$ cat config.mk
export PLATFORM = sky130hd
export DESIGN_NAME = hu_dev_end_flat
export DESIGN_NICKNAME = d
export VERILOG_FILES = /design/src/hdl/hu_pkg.sv /design/src/hdl/hu_link_if.sv /design/src/hdl/hu_dev_end.sv /design/src/flat_wrapper.sv
export SDC_FILE = /design/constraint.sdc
export NUM_CORES = 1
export LEC_CHECK = 0
export BUFFER_PORTS_ARGS = -buffer_cell sky130_fd_sc_hd__buf_4
export CORE_UTILIZATION = 59
export CTS_BUF_LIST = sky130_fd_sc_hd__clkbuf_4 sky130_fd_sc_hd__clkbuf_8
export DETAILED_ROUTE_END_ITERATION = 7
export PLACE_DENSITY = 0.8
export SETUP_SLACK_MARGIN = 0.05
export SKIP_CTS_REPAIR_TIMING = 1
export SYNTH_ARGS = -nofsm -noshare
export SYNTH_HDL_FRONTEND = slang
export SYNTH_SLANG_ARGS = --single-unit
export TNS_END_PERCENT = 30
$ cat constraint.sdc
create_clock -name i_mclk -period 2.7 [get_ports i_mclk]
set_clock_uncertainty 0.1 [all_clocks]
set_input_delay 0.54 -clock i_mclk [delete_from_list [all_inputs] [get_ports i_mclk]]
set_output_delay 0.54 -clock i_mclk [all_outputs]
set_load 0.01 [all_outputs]
$ cat src/hdl/hu_pkg.sv
/*
 * Shared constants, types and the bit-rate step function for both ends of the
 * two-wire serial host port.
 * Assumes a single 10 MHz clock on each end and pins already synchronous to it.
 */
`default_nettype none
package hu_pkg;
    // ==========================================================================
    // Clock and reset timing
    // ==========================================================================
    localparam int unsigned HU_CLK_PERIOD_NS = 100;
    localparam int unsigned HU_RST_MIN_NS = 120_000;
    localparam int unsigned HU_RST_CYC = (HU_RST_MIN_NS + HU_CLK_PERIOD_NS - 1)
        / HU_CLK_PERIOD_NS;
    localparam logic [10:0] HU_RST_CNT_MAX = 11'(HU_RST_CYC);
    localparam logic [10:0] HU_RST_CNT_ONE = 11'h001;

    // ==========================================================================
    // Bit-rate generator
    // ==========================================================================
    // The accumulator is 19 bits wide because a bit lasts 524288 / field clocks.
    localparam logic [15:0] HU_BAUD_DEFAULT = 16'h004d;
    localparam logic [18:0] HU_ACC_ZERO = 19'h00000;
    localparam logic [18:0] HU_ACC_HALF = 19'h40000;

    // ==========================================================================
    // Character framing
    // ==========================================================================
    localparam logic [2:0] HU_IDX_FIRST = 3'h0;
    localparam logic [2:0] HU_IDX_LAST = 3'h7;
    localparam logic [2:0] HU_IDX_ONE = 3'h1;
    localparam logic HU_LINE_IDLE = 1'b1;
    localparam logic HU_START_LVL = 1'b0;
    localparam logic HU_STOP_LVL = 1'b1;

    typedef enum logic [3:0] {
        HU_IDLE = 4'h1,
        HU_START = 4'h2,
        HU_DATA = 4'h4,
        HU_STOP = 4'h8
    } hu_ser_st_t;

    typedef enum logic [2:0] {
        HU_DEV_HALT = 3'h1,
        HU_DEV_INIT = 3'h2,
        HU_DEV_RUN = 3'h4
    } hu_dev_st_t;

    typedef enum logic [1:0] {
        HU_DO_PULSE = 2'h0,
        HU_DO_IRQ = 2'h1,
        HU_DO_ZC = 2'h2,
        HU_DO_DIR = 2'h3
    } hu_do_sel_t;

    // One clock of the bit-rate accumulator; bit 19 is the bit-time tick.
    function automatic logic [19:0] hu_acc_step(input logic [18:0] acc,
                                               input logic [15:0] baud);
        hu_acc_step = {1'b0, acc} + {4'h0, baud};
    endfunction
endpackage
`default_nettype wire

$ cat src/hdl/hu_link_if.sv
/*
 * The two serial wires between the measurement device and its host.
 * Assumes both ends share one clock domain in simulation; no clock travels here.
 */
`default_nettype none
interface hu_link_if;
    logic dev_tx;
    logic host_tx;
    modport dev (output dev_tx, input host_tx);
    modport host (input dev_tx, output host_tx);
endinterface
`default_nettype wire

$ cat src/hdl/hu_dev_end.sv
/*
 * Device end of the serial host port: transmitter, receiver, bit-rate field,
 * filtered chip reset with its initialization step, and the digital output mux.
 * Assumes the host end drives link.host_tx and keeps to the programmed rate.
 */
`default_nettype none
module hu_dev_end (
    input wire logic i_mclk,
    input wire logic i_rstn,
    hu_link_if.dev link,
    input wire logic i_chip_reset_n,
    input wire logic i_baud_we,
    input wire logic [15:0] i_baud_value,
    input wire logic [7:0] i_tx_data,
    input wire logic i_tx_valid,
    input wire hu_pkg::hu_do_sel_t i_do_sel,
    input wire logic i_energy_pulse,
    input wire logic i_irq_flag,
    input wire logic i_zero_cross,
    input wire logic i_energy_dir,
    output logic o_tx_ready,
    output logic [7:0] o_rx_data,
    output logic o_rx_valid,
    output logic o_rx_frame_err,
    output logic o_dout,
    output logic o_running,
    output logic [15:0] o_baud_field
);
    import hu_pkg::*;
    // ==========================================================================
    // Reset filter, initialization, bit-rate field and digital output
    // ==========================================================================
    logic [10:0] rst_cnt, next_rst_cnt;
    hu_dev_st_t dev_st, next_dev_st;
    logic [15:0] baud_field, next_baud_field;
    logic dout, next_dout, running, run;
    always_comb begin
        next_rst_cnt = rst_cnt;
        next_dev_st = dev_st;
        next_baud_field = baud_field;
        next_dout = 1'b0;
        if (i_chip_reset_n) begin
            next_rst_cnt = '0;
        end else if (rst_cnt != HU_RST_CNT_MAX) begin
            next_rst_cnt = rst_cnt + HU_RST_CNT_ONE;
        end
        unique case (dev_st)
            HU_DEV_HALT: begin
                if (i_chip_reset_n) begin
                    next_dev_st = HU_DEV_INIT;
                end
            end
            HU_DEV_INIT: begin
                next_baud_field = HU_BAUD_DEFAULT;
                next_dev_st = HU_DEV_RUN;
            end
            HU_DEV_RUN: begin
                if (i_baud_we) begin
                    next_baud_field = i_baud_value;
                end
            end
        endcase
        if (run) begin
            unique case (i_do_sel)
                HU_DO_PULSE: next_dout = i_energy_pulse;
                HU_DO_IRQ: next_dout = i_irq_flag;
                HU_DO_ZC: next_dout = i_zero_cross;
                HU_DO_DIR: next_dout = i_energy_dir;
            endcase
        end
        // Held low for more than the minimum: stop everything.
        if (!i_chip_reset_n && rst_cnt == HU_RST_CNT_MAX) begin
            next_dev_st = HU_DEV_HALT;
        end
    end
    always_ff @(posedge i_mclk) begin
        if (!i_rstn) begin
            rst_cnt <= '0;
            dev_st <= HU_DEV_INIT;
            baud_field <= HU_BAUD_DEFAULT;
            dout <= 1'b0;
            running <= 1'b0;
        end else begin
            rst_cnt <= next_rst_cnt;
            dev_st <= next_dev_st;
            baud_field <= next_baud_field;
            dout <= next_dout;
            running <= run;
        end
    end
    assign run = (dev_st == HU_DEV_RUN);
    // ==========================================================================
    // Transmitter
    // ==========================================================================
    hu_ser_st_t tx_st, next_tx_st;
    logic [18:0] tx_acc, next_tx_acc;
    logic [7:0] tx_shift, next_tx_shift;
    logic [2:0] tx_idx, next_tx_idx;
    logic tx_line, next_tx_line, tx_ready, next_tx_ready, tx_tick;
    logic [19:0] tx_step;
    always_comb begin
        tx_step = hu_acc_step(tx_acc, baud_field);
        tx_tick = tx_step[19];
        next_tx_st = tx_st;
        next_tx_acc = tx_step[18:0];
        next_tx_shift = tx_shift;
        next_tx_idx = tx_idx;
        next_tx_line = tx_line;
        next_tx_ready = tx_ready;
        unique case (tx_st)
            HU_IDLE: begin
                next_tx_acc = HU_ACC_ZERO;
                next_tx_ready = 1'b1;
                if (i_tx_valid && tx_ready) begin
                    next_tx_shift = i_tx_data;
                    next_tx_line = HU_START_LVL;
                    next_tx_ready = 1'b0;
                    next_tx_st = HU_START;
                end
            end
            HU_START: begin
                if (tx_tick) begin
                    next_tx_line = tx_shift[0];
                    next_tx_idx = HU_IDX_FIRST;
                    next_tx_st = HU_DATA;
                end
            end
            HU_DATA: begin
                if (tx_tick) begin
                    if (tx_idx == HU_IDX_LAST) begin
                        next_tx_line = HU_STOP_LVL;
                        next_tx_st = HU_STOP;
                    end else begin
                        next_tx_shift = tx_shift >> 1;
                        next_tx_line = tx_shift[1];
                        next_tx_idx = tx_idx + HU_IDX_ONE;
                    end
                end
            end
            HU_STOP: begin
                if (tx_tick) begin
                    next_tx_st = HU_IDLE;
                end
            end
        endcase
        if (!run) begin
            next_tx_st = HU_IDLE;
            next_tx_acc = HU_ACC_ZERO;
            next_tx_line = HU_LINE_IDLE;
            next_tx_ready = 1'b0;
        end
    end
    always_ff @(posedge i_mclk) begin
        if (!i_rstn) begin
            tx_st <= HU_IDLE;
            tx_acc <= HU_ACC_ZERO;
            tx_shift <= '0;
            tx_idx <= HU_IDX_FIRST;
            tx_line <= HU_LINE_IDLE;
            tx_ready <= 1'b0;
        end else begin
            tx_st <= next_tx_st;
            tx_acc <= next_tx_acc;
            tx_shift <= next_tx_shift;
            tx_idx <= next_tx_idx;
            tx_line <= next_tx_line;
            tx_ready <= next_tx_ready;
        end
    end
    assign link.dev_tx = tx_line;
    assign o_tx_ready = tx_ready;
    // ==========================================================================
    // Receiver
    // ==========================================================================
    // Its own accumulator lets it run while the transmitter is busy.
    hu_ser_st_t rx_st, next_rx_st;
    logic [18:0] rx_acc, next_rx_acc;
    logic [7:0] rx_shift, next_rx_shift;
    logic [2:0] rx_idx, next_rx_idx;
    logic rx_q, rx_prev, rx_valid, next_rx_valid, rx_err, next_rx_err, rx_tick;
    logic [7:0] rx_data, next_rx_data;
    logic [19:0] rx_step;
    always_comb begin
        rx_step = hu_acc_step(rx_acc, baud_field);
        rx_tick = rx_step[19];
        next_rx_st = rx_st;
        next_rx_acc = rx_step[18:0];
        next_rx_shift = rx_shift;
        next_rx_idx = rx_idx;
        next_rx_data = rx_data;
        next_rx_valid = 1'b0;
        next_rx_err = 1'b0;
        unique case (rx_st)
            HU_IDLE: begin
                // Preloading half a bit puts every tick at a bit centre.
                next_rx_acc = HU_ACC_HALF;
                if (rx_prev == HU_LINE_IDLE && rx_q == HU_START_LVL) begin
                    next_rx_st = HU_START;
                end
            end
            HU_START: begin
                if (rx_tick) begin
                    next_rx_idx = HU_IDX_FIRST;
                    next_rx_st = (rx_q == HU_START_LVL) ? HU_DATA : HU_IDLE;
                end
            end
            HU_DATA: begin
                if (rx_tick) begin
                    next_rx_shift = {rx_q, rx_shift[7:1]};
                    if (rx_idx == HU_IDX_LAST) begin
                        next_rx_st = HU_STOP;
                    end else begin
                        next_rx_idx = rx_idx + HU_IDX_ONE;
                    end
                end
            end
            HU_STOP: begin
                if (rx_tick) begin
                    next_rx_st = HU_IDLE;
                    next_rx_data = rx_shift;
                    next_rx_valid = (rx_q == HU_STOP_LVL);
                    next_rx_err = (rx_q != HU_STOP_LVL);
                end
            end
        endcase
        if (!run) begin
            next_rx_st = HU_IDLE;
            next_rx_acc = HU_ACC_HALF;
        end
    end
    always_ff @(posedge i_mclk) begin
        if (!i_rstn) begin
            rx_st <= HU_IDLE;
            rx_acc <= HU_ACC_HALF;
            rx_shift <= '0;
            rx_idx <= HU_IDX_FIRST;
            rx_q <= HU_LINE_IDLE;
            rx_prev <= HU_LINE_IDLE;
            rx_data <= '0;
            rx_valid <= 1'b0;
            rx_err <= 1'b0;
        end else begin
            rx_st <= next_rx_st;
            rx_acc <= next_rx_acc;
            rx_shift <= next_rx_shift;
            rx_idx <= next_rx_idx;
            rx_q <= link.host_tx;
            rx_prev <= rx_q;
            rx_data <= next_rx_data;
            rx_valid <= next_rx_valid;
            rx_err <= next_rx_err;
        end
    end
    assign o_rx_data = rx_data;
    assign o_rx_valid = rx_valid;
    assign o_rx_frame_err = rx_err;
    assign o_dout = dout;
    assign o_running = running;
    assign o_baud_field = baud_field;
endmodule
`default_nettype wire

$ cat src/flat_wrapper.sv
// flat-port wrapper written by rule: the top's interface ports become plain ports
module hu_dev_end_flat import hu_pkg::*;
  (i_mclk, i_rstn, i_chip_reset_n, i_baud_we, i_baud_value, i_tx_data, i_tx_valid, i_do_sel, i_energy_pulse, i_irq_flag, i_zero_cross, i_energy_dir, o_tx_ready, o_rx_data, o_rx_valid, o_rx_frame_err, o_dout, o_running, o_baud_field, link_dev_tx, link_host_tx);
  hu_link_if link_i ();
  input wire logic i_mclk;
  input wire logic i_rstn;
  input wire logic i_chip_reset_n;
  input wire logic i_baud_we;
  input wire logic [15:0] i_baud_value;
  input wire logic [7:0] i_tx_data;
  input wire logic i_tx_valid;
  input wire hu_pkg::hu_do_sel_t i_do_sel;
  input wire logic i_energy_pulse;
  input wire logic i_irq_flag;
  input wire logic i_zero_cross;
  input wire logic i_energy_dir;
  output logic o_tx_ready;
  output logic [7:0] o_rx_data;
  output logic o_rx_valid;
  output logic o_rx_frame_err;
  output logic o_dout;
  output logic o_running;
  output logic [15:0] o_baud_field;
  output wire logic [$bits(link_i.dev_tx)-1:0] link_dev_tx;
  input wire logic [$bits(link_i.host_tx)-1:0] link_host_tx;
  assign link_dev_tx = link_i.dev_tx;
  assign link_i.host_tx = link_host_tx;
  hu_dev_end u_core (.i_mclk(i_mclk), .i_rstn(i_rstn), .link(link_i), .i_chip_reset_n(i_chip_reset_n), .i_baud_we(i_baud_we), .i_baud_value(i_baud_value), .i_tx_data(i_tx_data), .i_tx_valid(i_tx_valid), .i_do_sel(i_do_sel), .i_energy_pulse(i_energy_pulse), .i_irq_flag(i_irq_flag), .i_zero_cross(i_zero_cross), .i_energy_dir(i_energy_dir), .o_tx_ready(o_tx_ready), .o_rx_data(o_rx_data), .o_rx_valid(o_rx_valid), .o_rx_frame_err(o_rx_frame_err), .o_dout(o_dout), .o_running(o_running), .o_baud_field(o_baud_field));
endmodule
==> run summary, run 1 <==
The type of element capturing the critical path is a register. The remaining antenna violation count came out at 0. Measured against its own limit, the worst slew margin works out to 0.364.

The length of the first detailed-routing pass in iterations is 5. The count of final hold-check violations came out at 0. In this run the clock root is driven by a sky130_fd_sc_hd__clkbuf_8. Setup total negative slack on the finished layout was measured at 0 ns. The initial antenna violation count is 0. The core outline area is 9420 um^2.

The time the final worst path needs with I/O delays and setup is 2.57 ns. Yosys attributes the largest share of cell area to sky130_fd_sc_hd__dfxtp_1, sky130_fd_sc_hd__ha_1, sky130_fd_sc_hd__nand2_1. The via count of the first global-routing pass is 4774. No sink is reached through more buffers than the 2 on the longest clock path.

The signal arrival time at the worst endpoint is 2.78 ns. The post-synthesis register bit count came out at 114. The die footprint is 10300 um^2. Broken down by cell family, the worst path's largest delay share belongs to compound AO/OA/AOI/OAI gates. The HPWL after detailed placement came out at 9110 um. The share of synthesized area occupied by flip-flops and latches is 0.390.

The maximum operating frequency came out at 390 MHz. The synthesized instance count came out at 676. The final weighted congestion of routability-driven global placement came out at 0.882. The area growth from synthesis to layout is 18.0%. The class of the most critical setup path is reg -> reg. The post-synthesis net count is 752.

The share of layout cells above drive strength 1 came out at 0.179. In the layout the commonest cells are sky130_fd_sc_hd__dfxtp_1, sky130_fd_sc_hd__nand2_1, sky130_fd_sc_hd__buf_4. Summed over all layers, the global routing overflow is 0. The async set or reset register ratio after synthesis is 0.

TritonCTS built the clock tree. The clock net in this run drives a total of 114 sinks. After detailed routing, the number of vias per cell comes to 5.75. Averaged over all synthesized cells, the footprint is 8.65 um^2. After detailed routing, the total wire length is 12600 um. Walking the worst path, the cells encountered are ha_1 -> fa_1 -> a211oi_1 -> nor2_1 -> o311ai_2 -> a21oi_1 -> a31oi_2 -> xnor2_1 -> and2_1. Counting both buffers and inverters, the worst setup path holds a total of 0.

The power density normalized to cell area came out at 522 nW/um^2. For this run, the leading register cell type out of synthesis is sky130_fd_sc_hd__dfxtp_1. The number of rows in the core area came out at 35. The synthesis warning total is 0. The average wire per cell in the routed design came out at 14.3 um. Entering global routing, the biggest net connects 58 pins.

The worst setup path is launched from a register. After the last flow step, the layout net total stands at 821. The count of boundary I/O pins is 66.

The max capacitance violation total came out at 0. The number of different library cells in the post-synthesis netlist is 64. After filler insertion, the fill cell instance count of the layout stands at 720. The violation count after the first detailed-routing iteration came out at 216. Summing over every cut layer, the via total after detailed routing is 5097.

The post-route clock period utilization came out at 0.950. The number of H-tree levels is 4. The later pin in the worst-skew pair is clocked with a latency of 0.43 ns. The leakage power total came out at 2.79 nW.

The DRC violations left came out at 0. The number of slew-limit violations in the final report came out at 0. The quantity of I/O buffers inserted on ports is 65.

The highest ir drop seen on vdd came out at 0.451 mV. The slew at the pin with the worst max-slew slack is 0.941 ns. The path class of the tightest hold or removal check is in -> reg. The flow ran to the end, and the final reports show no timing, DRC or antenna violations. Setup repair after global routing could not meet its margin everywhere.

The largest total area in the synthesized netlist belongs to sky130_fd_sc_hd__dfxtp_1. The final count of negative-setup-slack endpoints is 0. The worst-path maximum fanout is 4. Clock tree synthesis inserted a total of 17 buffers. Leaving out fill and tap cells, the most frequent cell in the layout is sky130_fd_sc_hd__dfxtp_1. After synthesis the cells add up to 5840 um^2. The CTS clock-pin slew for the worst setup and hold paths is 0.07 ns.

The width of the die is 102 um. The initial cell density of the core came out at 0.621. The largest stage delay on the critical path is 0.43 ns. The first-pass GRT wire length is 21000 um.

Once placement completed, the tool counted placed cells totaling 854. The vertical die dimension came out at 102 um. The global routing usage summed across all routing layers came out at 0.261. The repair_antennas step left the layout with diodes totalling 0. The share of the synthesized area in the top cell type is 0.390.

The number of enable-type register cells in the synthesized netlist came out at 0. The finished layout holds 887 standard cells, fillers aside. For this design, the slowest cell found on the critical path is sky130_fd_sc_hd__fa_1. The data required time of the critical path is 2.92 ns.
-- routing by layer --
layer  vias to the layer above  routed length (um)  part of all wire  global-route usage
met3                        26                 570             0.045              0.0656
met2                       135                6160              0.49               0.449
met5                         -                   0                 0                   0
met1                      2376                5670              0.45               0.307
met4                         0                 246             0.019               0.115
li1                       2560                   -                 -                   -
-- worst reg2reg max path, cell delays in order, from the launching register on --
cell and delay (ns):
sky130_fd_sc_hd__dfxtp_1 0.35, sky130_fd_sc_hd__ha_1 0.26, sky130_fd_sc_hd__fa_1 0.43, sky130_fd_sc_hd__a211oi_1 0.22, sky130_fd_sc_hd__nor2_1 0.12, sky130_fd_sc_hd__o311ai_2 0.31, sky130_fd_sc_hd__a21oi_1 0.17, sky130_fd_sc_hd__a31oi_2 0.28
sky130_fd_sc_hd__xnor2_1 0.09, sky130_fd_sc_hd__and2_1 0.15
-- cells in the mapped netlist, types with 5 or more instances --
master	n
sky130_fd_sc_hd__a211oi_1	10
sky130_fd_sc_hd__nand4_1	7
sky130_fd_sc_hd__a21oi_1	27
sky130_fd_sc_hd__o21ai_1	5
sky130_fd_sc_hd__nor2_1	70
sky130_fd_sc_hd__nand3_1	48
sky130_fd_sc_hd__o21a_1	9
sky130_fd_sc_hd__nand2b_1	13
sky130_fd_sc_hd__o21ai_2	10
sky130_fd_sc_hd__o21ai_0	39
sky130_fd_sc_hd__o211ai_1	7
sky130_fd_sc_hd__and3_1	9
sky130_fd_sc_hd__xnor2_1	15
sky130_fd_sc_hd__inv_1	13
sky130_fd_sc_hd__ha_1	38
sky130_fd_sc_hd__a21boi_0	13
sky130_fd_sc_hd__xor2_1	17
sky130_fd_sc_hd__nor3_1	13
sky130_fd_sc_hd__or3_1	5
sky130_fd_sc_hd__dfxtp_1	114
sky130_fd_sc_hd__nand3b_1	6
sky130_fd_sc_hd__nand2_1	86
sky130_fd_sc_hd__a21o_1	16
sky130_fd_sc_hd__clkbuf_1	15
-- stage by stage --
| step | power, mW | instance area (um^2) | hold slack (ns) | util | setup slack, ns |
|---|---|---|---|---|---|
| 2_1_floorplan | 1.86 | 5840 | 0.339 | - | 0.273 |
| 3_3_place_gp | 1.94 | 6420 | 0.348 | 0.682 | 0.158 |
| 3_5_place_dp | 1.94 | 6420 | 0.352 | 0.682 | 0.0846 |
| 4_1_cts | 3.64 | 6850 | 0.169 | 0.728 | 0.0612 |
| 5_1_grt | 3.75 | 6900 | 0.162 | 0.733 | 0.0101 |
| 6_report | 3.60 | 6900 | 0.195 | 0.733 | 0.134 |
-- registers in the layout, indices dropped and copies added, names as in the netlist --
| signal | flops |
|---|---|
| u_core.o_rx_data | 8 |
| u_core.tx_idx | 3 |
| u_core.rx_prev | 1 |
| u_core.rx_st | 4 |
| u_core.rx_shift | 8 |
| u_core.tx_shift | 8 |
| u_core.rx_acc | 19 |
| u_core.link.dev_tx | 1 |
| u_core.o_dout | 1 |
| u_core.o_running | 1 |
| u_core.o_rx_valid | 1 |
| u_core.o_tx_ready | 1 |
| u_core.rx_q | 1 |
| u_core.rx_idx | 3 |
| u_core.tx_acc | 19 |
| u_core.o_baud_field | 16 |
| u_core.o_rx_frame_err | 1 |
| u_core.rst_cnt | 11 |
| u_core.tx_st | 4 |
| u_core.dev_st | 3 |
-- final timing paths --
kind                     startpoint                 end  slack, ns  cells past startpoint
min reg2reg      u_core.rx_shift[2]  u_core.rx_shift[2]       0.36                      2
max reg2reg  u_core.o_baud_field[0]   u_core.tx_acc[16]       0.13                      9
max          u_core.o_baud_field[0]   u_core.tx_acc[16]       0.13                      9
min                    link_host_tx         u_core.rx_q       0.19                      2
-- power breakdown --
part	switching, mW	leakage (nW)	total (mW)	internal (mW)
clock	0.740	0.206	1.69	0.949
sequential	0.0183	0.921	1.71	1.70
combinational	0.105	1.66	0.194	0.0896
-- cell families after synthesis --
group | after synthesis | share of synthesized area
AND/OR/NAND/NOR | 279 | 0.230
adder cells (fa/ha/maj) | 40 | 0.0882
flip-flops | 114 | 0.390
multiplexers | 4 | 0.00942
XOR/XNOR | 32 | 0.0480
buffers and inverters | 37 | 0.0298
AO/OA/AOI/OAI | 170 | 0.205
-- layout make-up --
| cell class | instances | area [um^2] | share of cell area |
|---|---|---|---|
| Multi-Input combinational cell | 525 | 3410 | 0.495 |
| Inverter | 14 | 52.6 | 0.00762 |
| Timing Repair Buffer | 73 | 561 | 0.0812 |
| Tap cell | 129 | 161 | 0.0234 |
| Sequential cell | 114 | 2280 | 0.331 |
| Clock buffer | 18 | 248 | 0.0359 |
| Clock inverter | 14 | 179 | 0.0259 |
Note: power is estimated with default switching activity, not from simulation.
==> inputs of run 2 (changes only) <==
ABC_AREA = 1   (was not set)
==> run summary, run 2 <==
The number of rows in the core area is 36 (+2.9%). TritonCTS built the clock tree. The highest ir drop seen on vdd came to 0.367 mV (-19%).

The first-pass GRT wire length came out at 25400 um (+21%). The antenna diode instance count was 0 (unchanged). The synthesized design spends more area on one cell type than any other, namely sky130_fd_sc_hd__dfxtp_1.

In this run the worst setup path terminates at u_core.tx_shift[5]. The data required time of the critical path came out at 2.92 ns (about the same). The count of boundary I/O pins is 66 (unchanged). The synthesized instance count is 871 (+29%). The violation count after the first detailed-routing iteration came out at 230 (+6.5%). CTS placed an instance of sky130_fd_sc_hd__clkbuf_8 at the clock tree root. The power density normalized to cell area is 538 nW/um^2 (+3.1%). The maximum root-to-sink buffer count came out at 2 (unchanged). The core outline area is 9950 um^2 (+5.7%). The post-synthesis register bit count is 114 (unchanged). In the synthesized netlist the dominant register cell turns out to be sky130_fd_sc_hd__dfxtp_1. The width of the die was 104 um (+2.5%). The number of different library cells in the post-synthesis netlist was 48 (-25%). The slew at the pin with the worst max-slew slack came to 0.484 ns (-0.457 ns).

The signal on the critical path passes through ha_1 -> nand2_2 -> inv_1 -> nand2_1 -> nand2_1 -> a21oi_1 -> nand4_2 -> nand3_2 -> nand2_1 -> nand2_1 -> nor2_1. STA classifies the critical path endpoint as a register. The async set or reset register ratio after synthesis was 0 (unchanged). The maximum operating frequency was 425 MHz (+8.9%).

The flow ran to the end, and the final reports show no timing, DRC or antenna violations. The count of fill cells added during filler insertion was 770 (+6.9%). The number of enable-type register cells in the synthesized netlist is 0 (unchanged). The synthesis warning total came out at 0 (unchanged). The number of H-tree levels came to 4 (unchanged).

The average cell area after synthesis is 7.06 um^2 (-18%). The time the final worst path needs with I/O delays and setup is 2.36 ns (-0.210 ns). The final global-route overflow total is 0 (unchanged). The via count of the routed design is 5972 (+17%). The cell that appears most often on the critical path is sky130_fd_sc_hd__nand2_1. The via count of the first global-routing pass is 5689 (+19%). The clock network latency to the later pin of the worst-skew pair is 0.44 ns (about the same). The number of CTS-inserted buffers came out at 17 (unchanged).

The share of layout cells above drive strength 1 is 0.152 (-0.0273). By area, the combinational part of the netlist is dominated by simple AND/OR/NAND/NOR gates. The vias per cell came out at 5.46 (-4.9%). The DRC violations left is 0 (unchanged). The met2 routed wirelength is 7280 um (+18%). The share of the synthesized area in compound gates (AO/OA/AOI/OAI) is 0.161 (-0.0440).

The initial antenna violation count was 0 (unchanged). The signal arrival time at the worst endpoint is 2.57 ns (-0.21 ns). The relative slew slack was 0.674 (+0.310). The startpoint identified for the worst register-to-register timing path is u_core.o_baud_field[13]. The reg-to-reg critical path endpoint is u_core.tx_shift[5]. The worst-path maximum fanout is 13 (+9). The worst-case reg-to-reg path depth is 11 (+2).

The max capacitance violation total came to 0 (unchanged). The critical path in this run is classified as reg -> reg. The critical path buffer and inverter count came out at 1 (+1). The area growth from synthesis to layout came out at 17.7%. The final weighted congestion of routability-driven global placement came out at 0.919 (+4.2%). The wire length on met1 is 6350 um (+12%).

The average wire per cell in the routed design came out at 13.6 um (-4.6%). The HPWL after detailed placement came out at 11100 um (+22%). Sorting the synthesized cells by how often they occur yields sky130_fd_sc_hd__nand2_1, sky130_fd_sc_hd__nor2_1, sky130_fd_sc_hd__dfxtp_1, sky130_fd_sc_hd__inv_1, sky130_fd_sc_hd__a21oi_1. The number of logic stages on the critical path including buffering came to 11 (+2). The share of the synthesized area in the top cell type came out at 0.371 (-0.0195). The clock net sink count came out at 114 (unchanged). The total length of routed wires came out at 14900 um (+18%). In this run the worst setup path begins at u_core.o_baud_field[13]. The library cells used most frequently in the layout, excluding fill and tap cells, are sky130_fd_sc_hd__nand2_1, sky130_fd_sc_hd__nor2_1, sky130_fd_sc_hd__dfxtp_1.

The kind of cell with the highest combined delay along the critical path is simple AND/OR/NAND/NOR gates. The XOR/XNOR share of the synthesized area was 0.00427 (-0.0437). The die footprint was 10800 um^2 (+5.1%). The total power draw was 3.89 mW (+8.2%). The post-synth design cell area is 6150 um^2 (+5.2%).

The maximum number of pins on one net before global-route repair came out at 30 (-48%). The vertical die dimension is 104 um (+2.5%). The proportion of synthesized area in mux cells is 0 (-0.00942). The net count of the finished layout is 1023 (+25%). The quantity of I/O buffers inserted on ports is 65 (unchanged). The share of synthesized area occupied by flip-flops and latches came out at 0.371 (-0.0195).

The count of final hold-check violations is 0 (unchanged). The slowest stage of the critical path belongs to the cell sky130_fd_sc_hd__a21oi_1. The length of the first detailed-routing pass in iterations is 5 (unchanged). The leading cell type by number of instances after synthesis is sky130_fd_sc_hd__nand2_1. The CTS clock-pin slew for the worst setup and hold paths is 0.07 ns (about the same).

The kind of path behind the tightest hold check is in -> reg. The global routing usage summed across all routing layers came to 0.289 (+0.0278). The met3 wire length is 941 um (+65%). The final count of negative-setup-slack endpoints is 0 (unchanged). The remaining antenna violation count came out at 0 (unchanged). The post-route clock period utilization is 0.872 (-0.0779). The startpoint type of the worst setup path is a register. The startpoint identified for the worst hold timing path is link_host_tx.

The setup total negative slack is 0 ns (unchanged). The worst reg-to-reg setup slack came out at 0.34 ns (+0.21 ns). The initial cell density of the core is 0.618 (-0.00283). The number of slew-limit violations in the final report is 0 (unchanged). Leaving out fill and tap cells, the most frequent cell in the layout is sky130_fd_sc_hd__nand2_1.

The leakage power total is 3.41 nW (+22%). The uppermost signal routing layer after detailed routing is met4. The largest stage delay on the critical path is 0.40 ns (-0.03 ns). Setup repair after global routing left no endpoint under its margin. The post-synthesis net count is 947 (+26%). After synthesis, the cell types taking the most area are sky130_fd_sc_hd__dfxtp_1, sky130_fd_sc_hd__nand2_1, sky130_fd_sc_hd__ha_1. The adder and majority gate portion of the synthesized area is 0.0838 (-0.00440). The simple-gate share of the synthesized area is 0.307 (+0.0777). The final hold slack came out at 0.192 ns (-0.00267 ns).
## run 2: changes by cell type in the layout (fill, tap and decap cells not counted), moves of 8 or more
cell | previous run | this run
sky130_fd_sc_hd__nand2b_1 | 13 | 0
sky130_fd_sc_hd__xor2_1 | 17 | 2
sky130_fd_sc_hd__nand3_1 | 48 | 56
sky130_fd_sc_hd__a21oi_1 | 27 | 78
sky130_fd_sc_hd__o21ai_0 | 39 | 52
sky130_fd_sc_hd__nand2_1 | 86 | 190
sky130_fd_sc_hd__a21boi_0 | 13 | 0
sky130_fd_sc_hd__inv_1 | 13 | 90
sky130_fd_sc_hd__xnor2_1 | 15 | 1
sky130_fd_sc_hd__nor2_1 | 70 | 121
sky130_fd_sc_hd__and3_1 | 9 | 0
sky130_fd_sc_hd__a21o_1 | 16 | 5
## run 2: metal layers
layer,vias up,global-route usage
met3,28,0.0670
met1,2716,0.342
li1,3041,-
met4,0,0.0939
met5,-,0
met2,187,0.511
## run 2: worst register-to-register path, stage by stage (launching register included)
cell and delay (ns):
sky130_fd_sc_hd__dfxtp_1 0.36, sky130_fd_sc_hd__ha_1 0.38, sky130_fd_sc_hd__nand2_2 0.12, sky130_fd_sc_hd__inv_1 0.06, sky130_fd_sc_hd__nand2_1 0.06, sky130_fd_sc_hd__nand2_1 0.06, sky130_fd_sc_hd__a21oi_1 0.40, sky130_fd_sc_hd__nand4_2 0.26
sky130_fd_sc_hd__nand3_2 0.27, sky130_fd_sc_hd__nand2_1 0.09, sky130_fd_sc_hd__nand2_1 0.07, sky130_fd_sc_hd__nor2_1 0.04
## run 2: power breakdown
group | internal [mW] | total [mW] | switching (mW)
combinational | 0.112 | 0.276 | 0.165
sequential | 1.71 | 1.74 | 0.0316
clock | 1.19 | 1.88 | 0.687
## run 2: cells by family after synthesis
| group | Yosys count |
|---|---|
| compound gates | 178 |
| xor+xnor | 3 |
| fa+ha+maj | 40 |
| buf+inv | 113 |
| flops | 114 |
| simple gates | 423 |
## run 2: stage by stage
step           setup slack (ns)   util  instances  area, um^2
2_1_floorplan             0.712      -        871        6150
3_3_place_gp              0.445  0.680       1061        6770
3_5_place_dp              0.304  0.680       1061        6770
4_1_cts                   0.351  0.727       1093        7240
5_1_grt                  0.0850  0.727       1093        7240
6_report                  0.344  0.727       1093        7240
## run 2: final cells by class
cell class	instances	area, um^2	share of cell area
inverters	101	383	0.0529
multi-input cells	644	3420	0.472
well taps	133	166	0.0230
clock buffers	22	290	0.0401
flip-flops and latches	114	2280	0.315
clock inverters	10	179	0.0247
repair buffers	69	518	0.0716
## run 2: worst min path at each step
stage	cells past startpoint	to	slack (ns)
floorplan	1	u_core.tx_idx[0]	0.33
finish	2	u_core.rx_q	0.19
detailed placement	2	u_core.tx_shift[7]	0.35
global route	2	u_core.rx_q	0.17
CTS	2	u_core.rx_q	0.17
global placement	1	u_core.tx_idx[0]	0.34
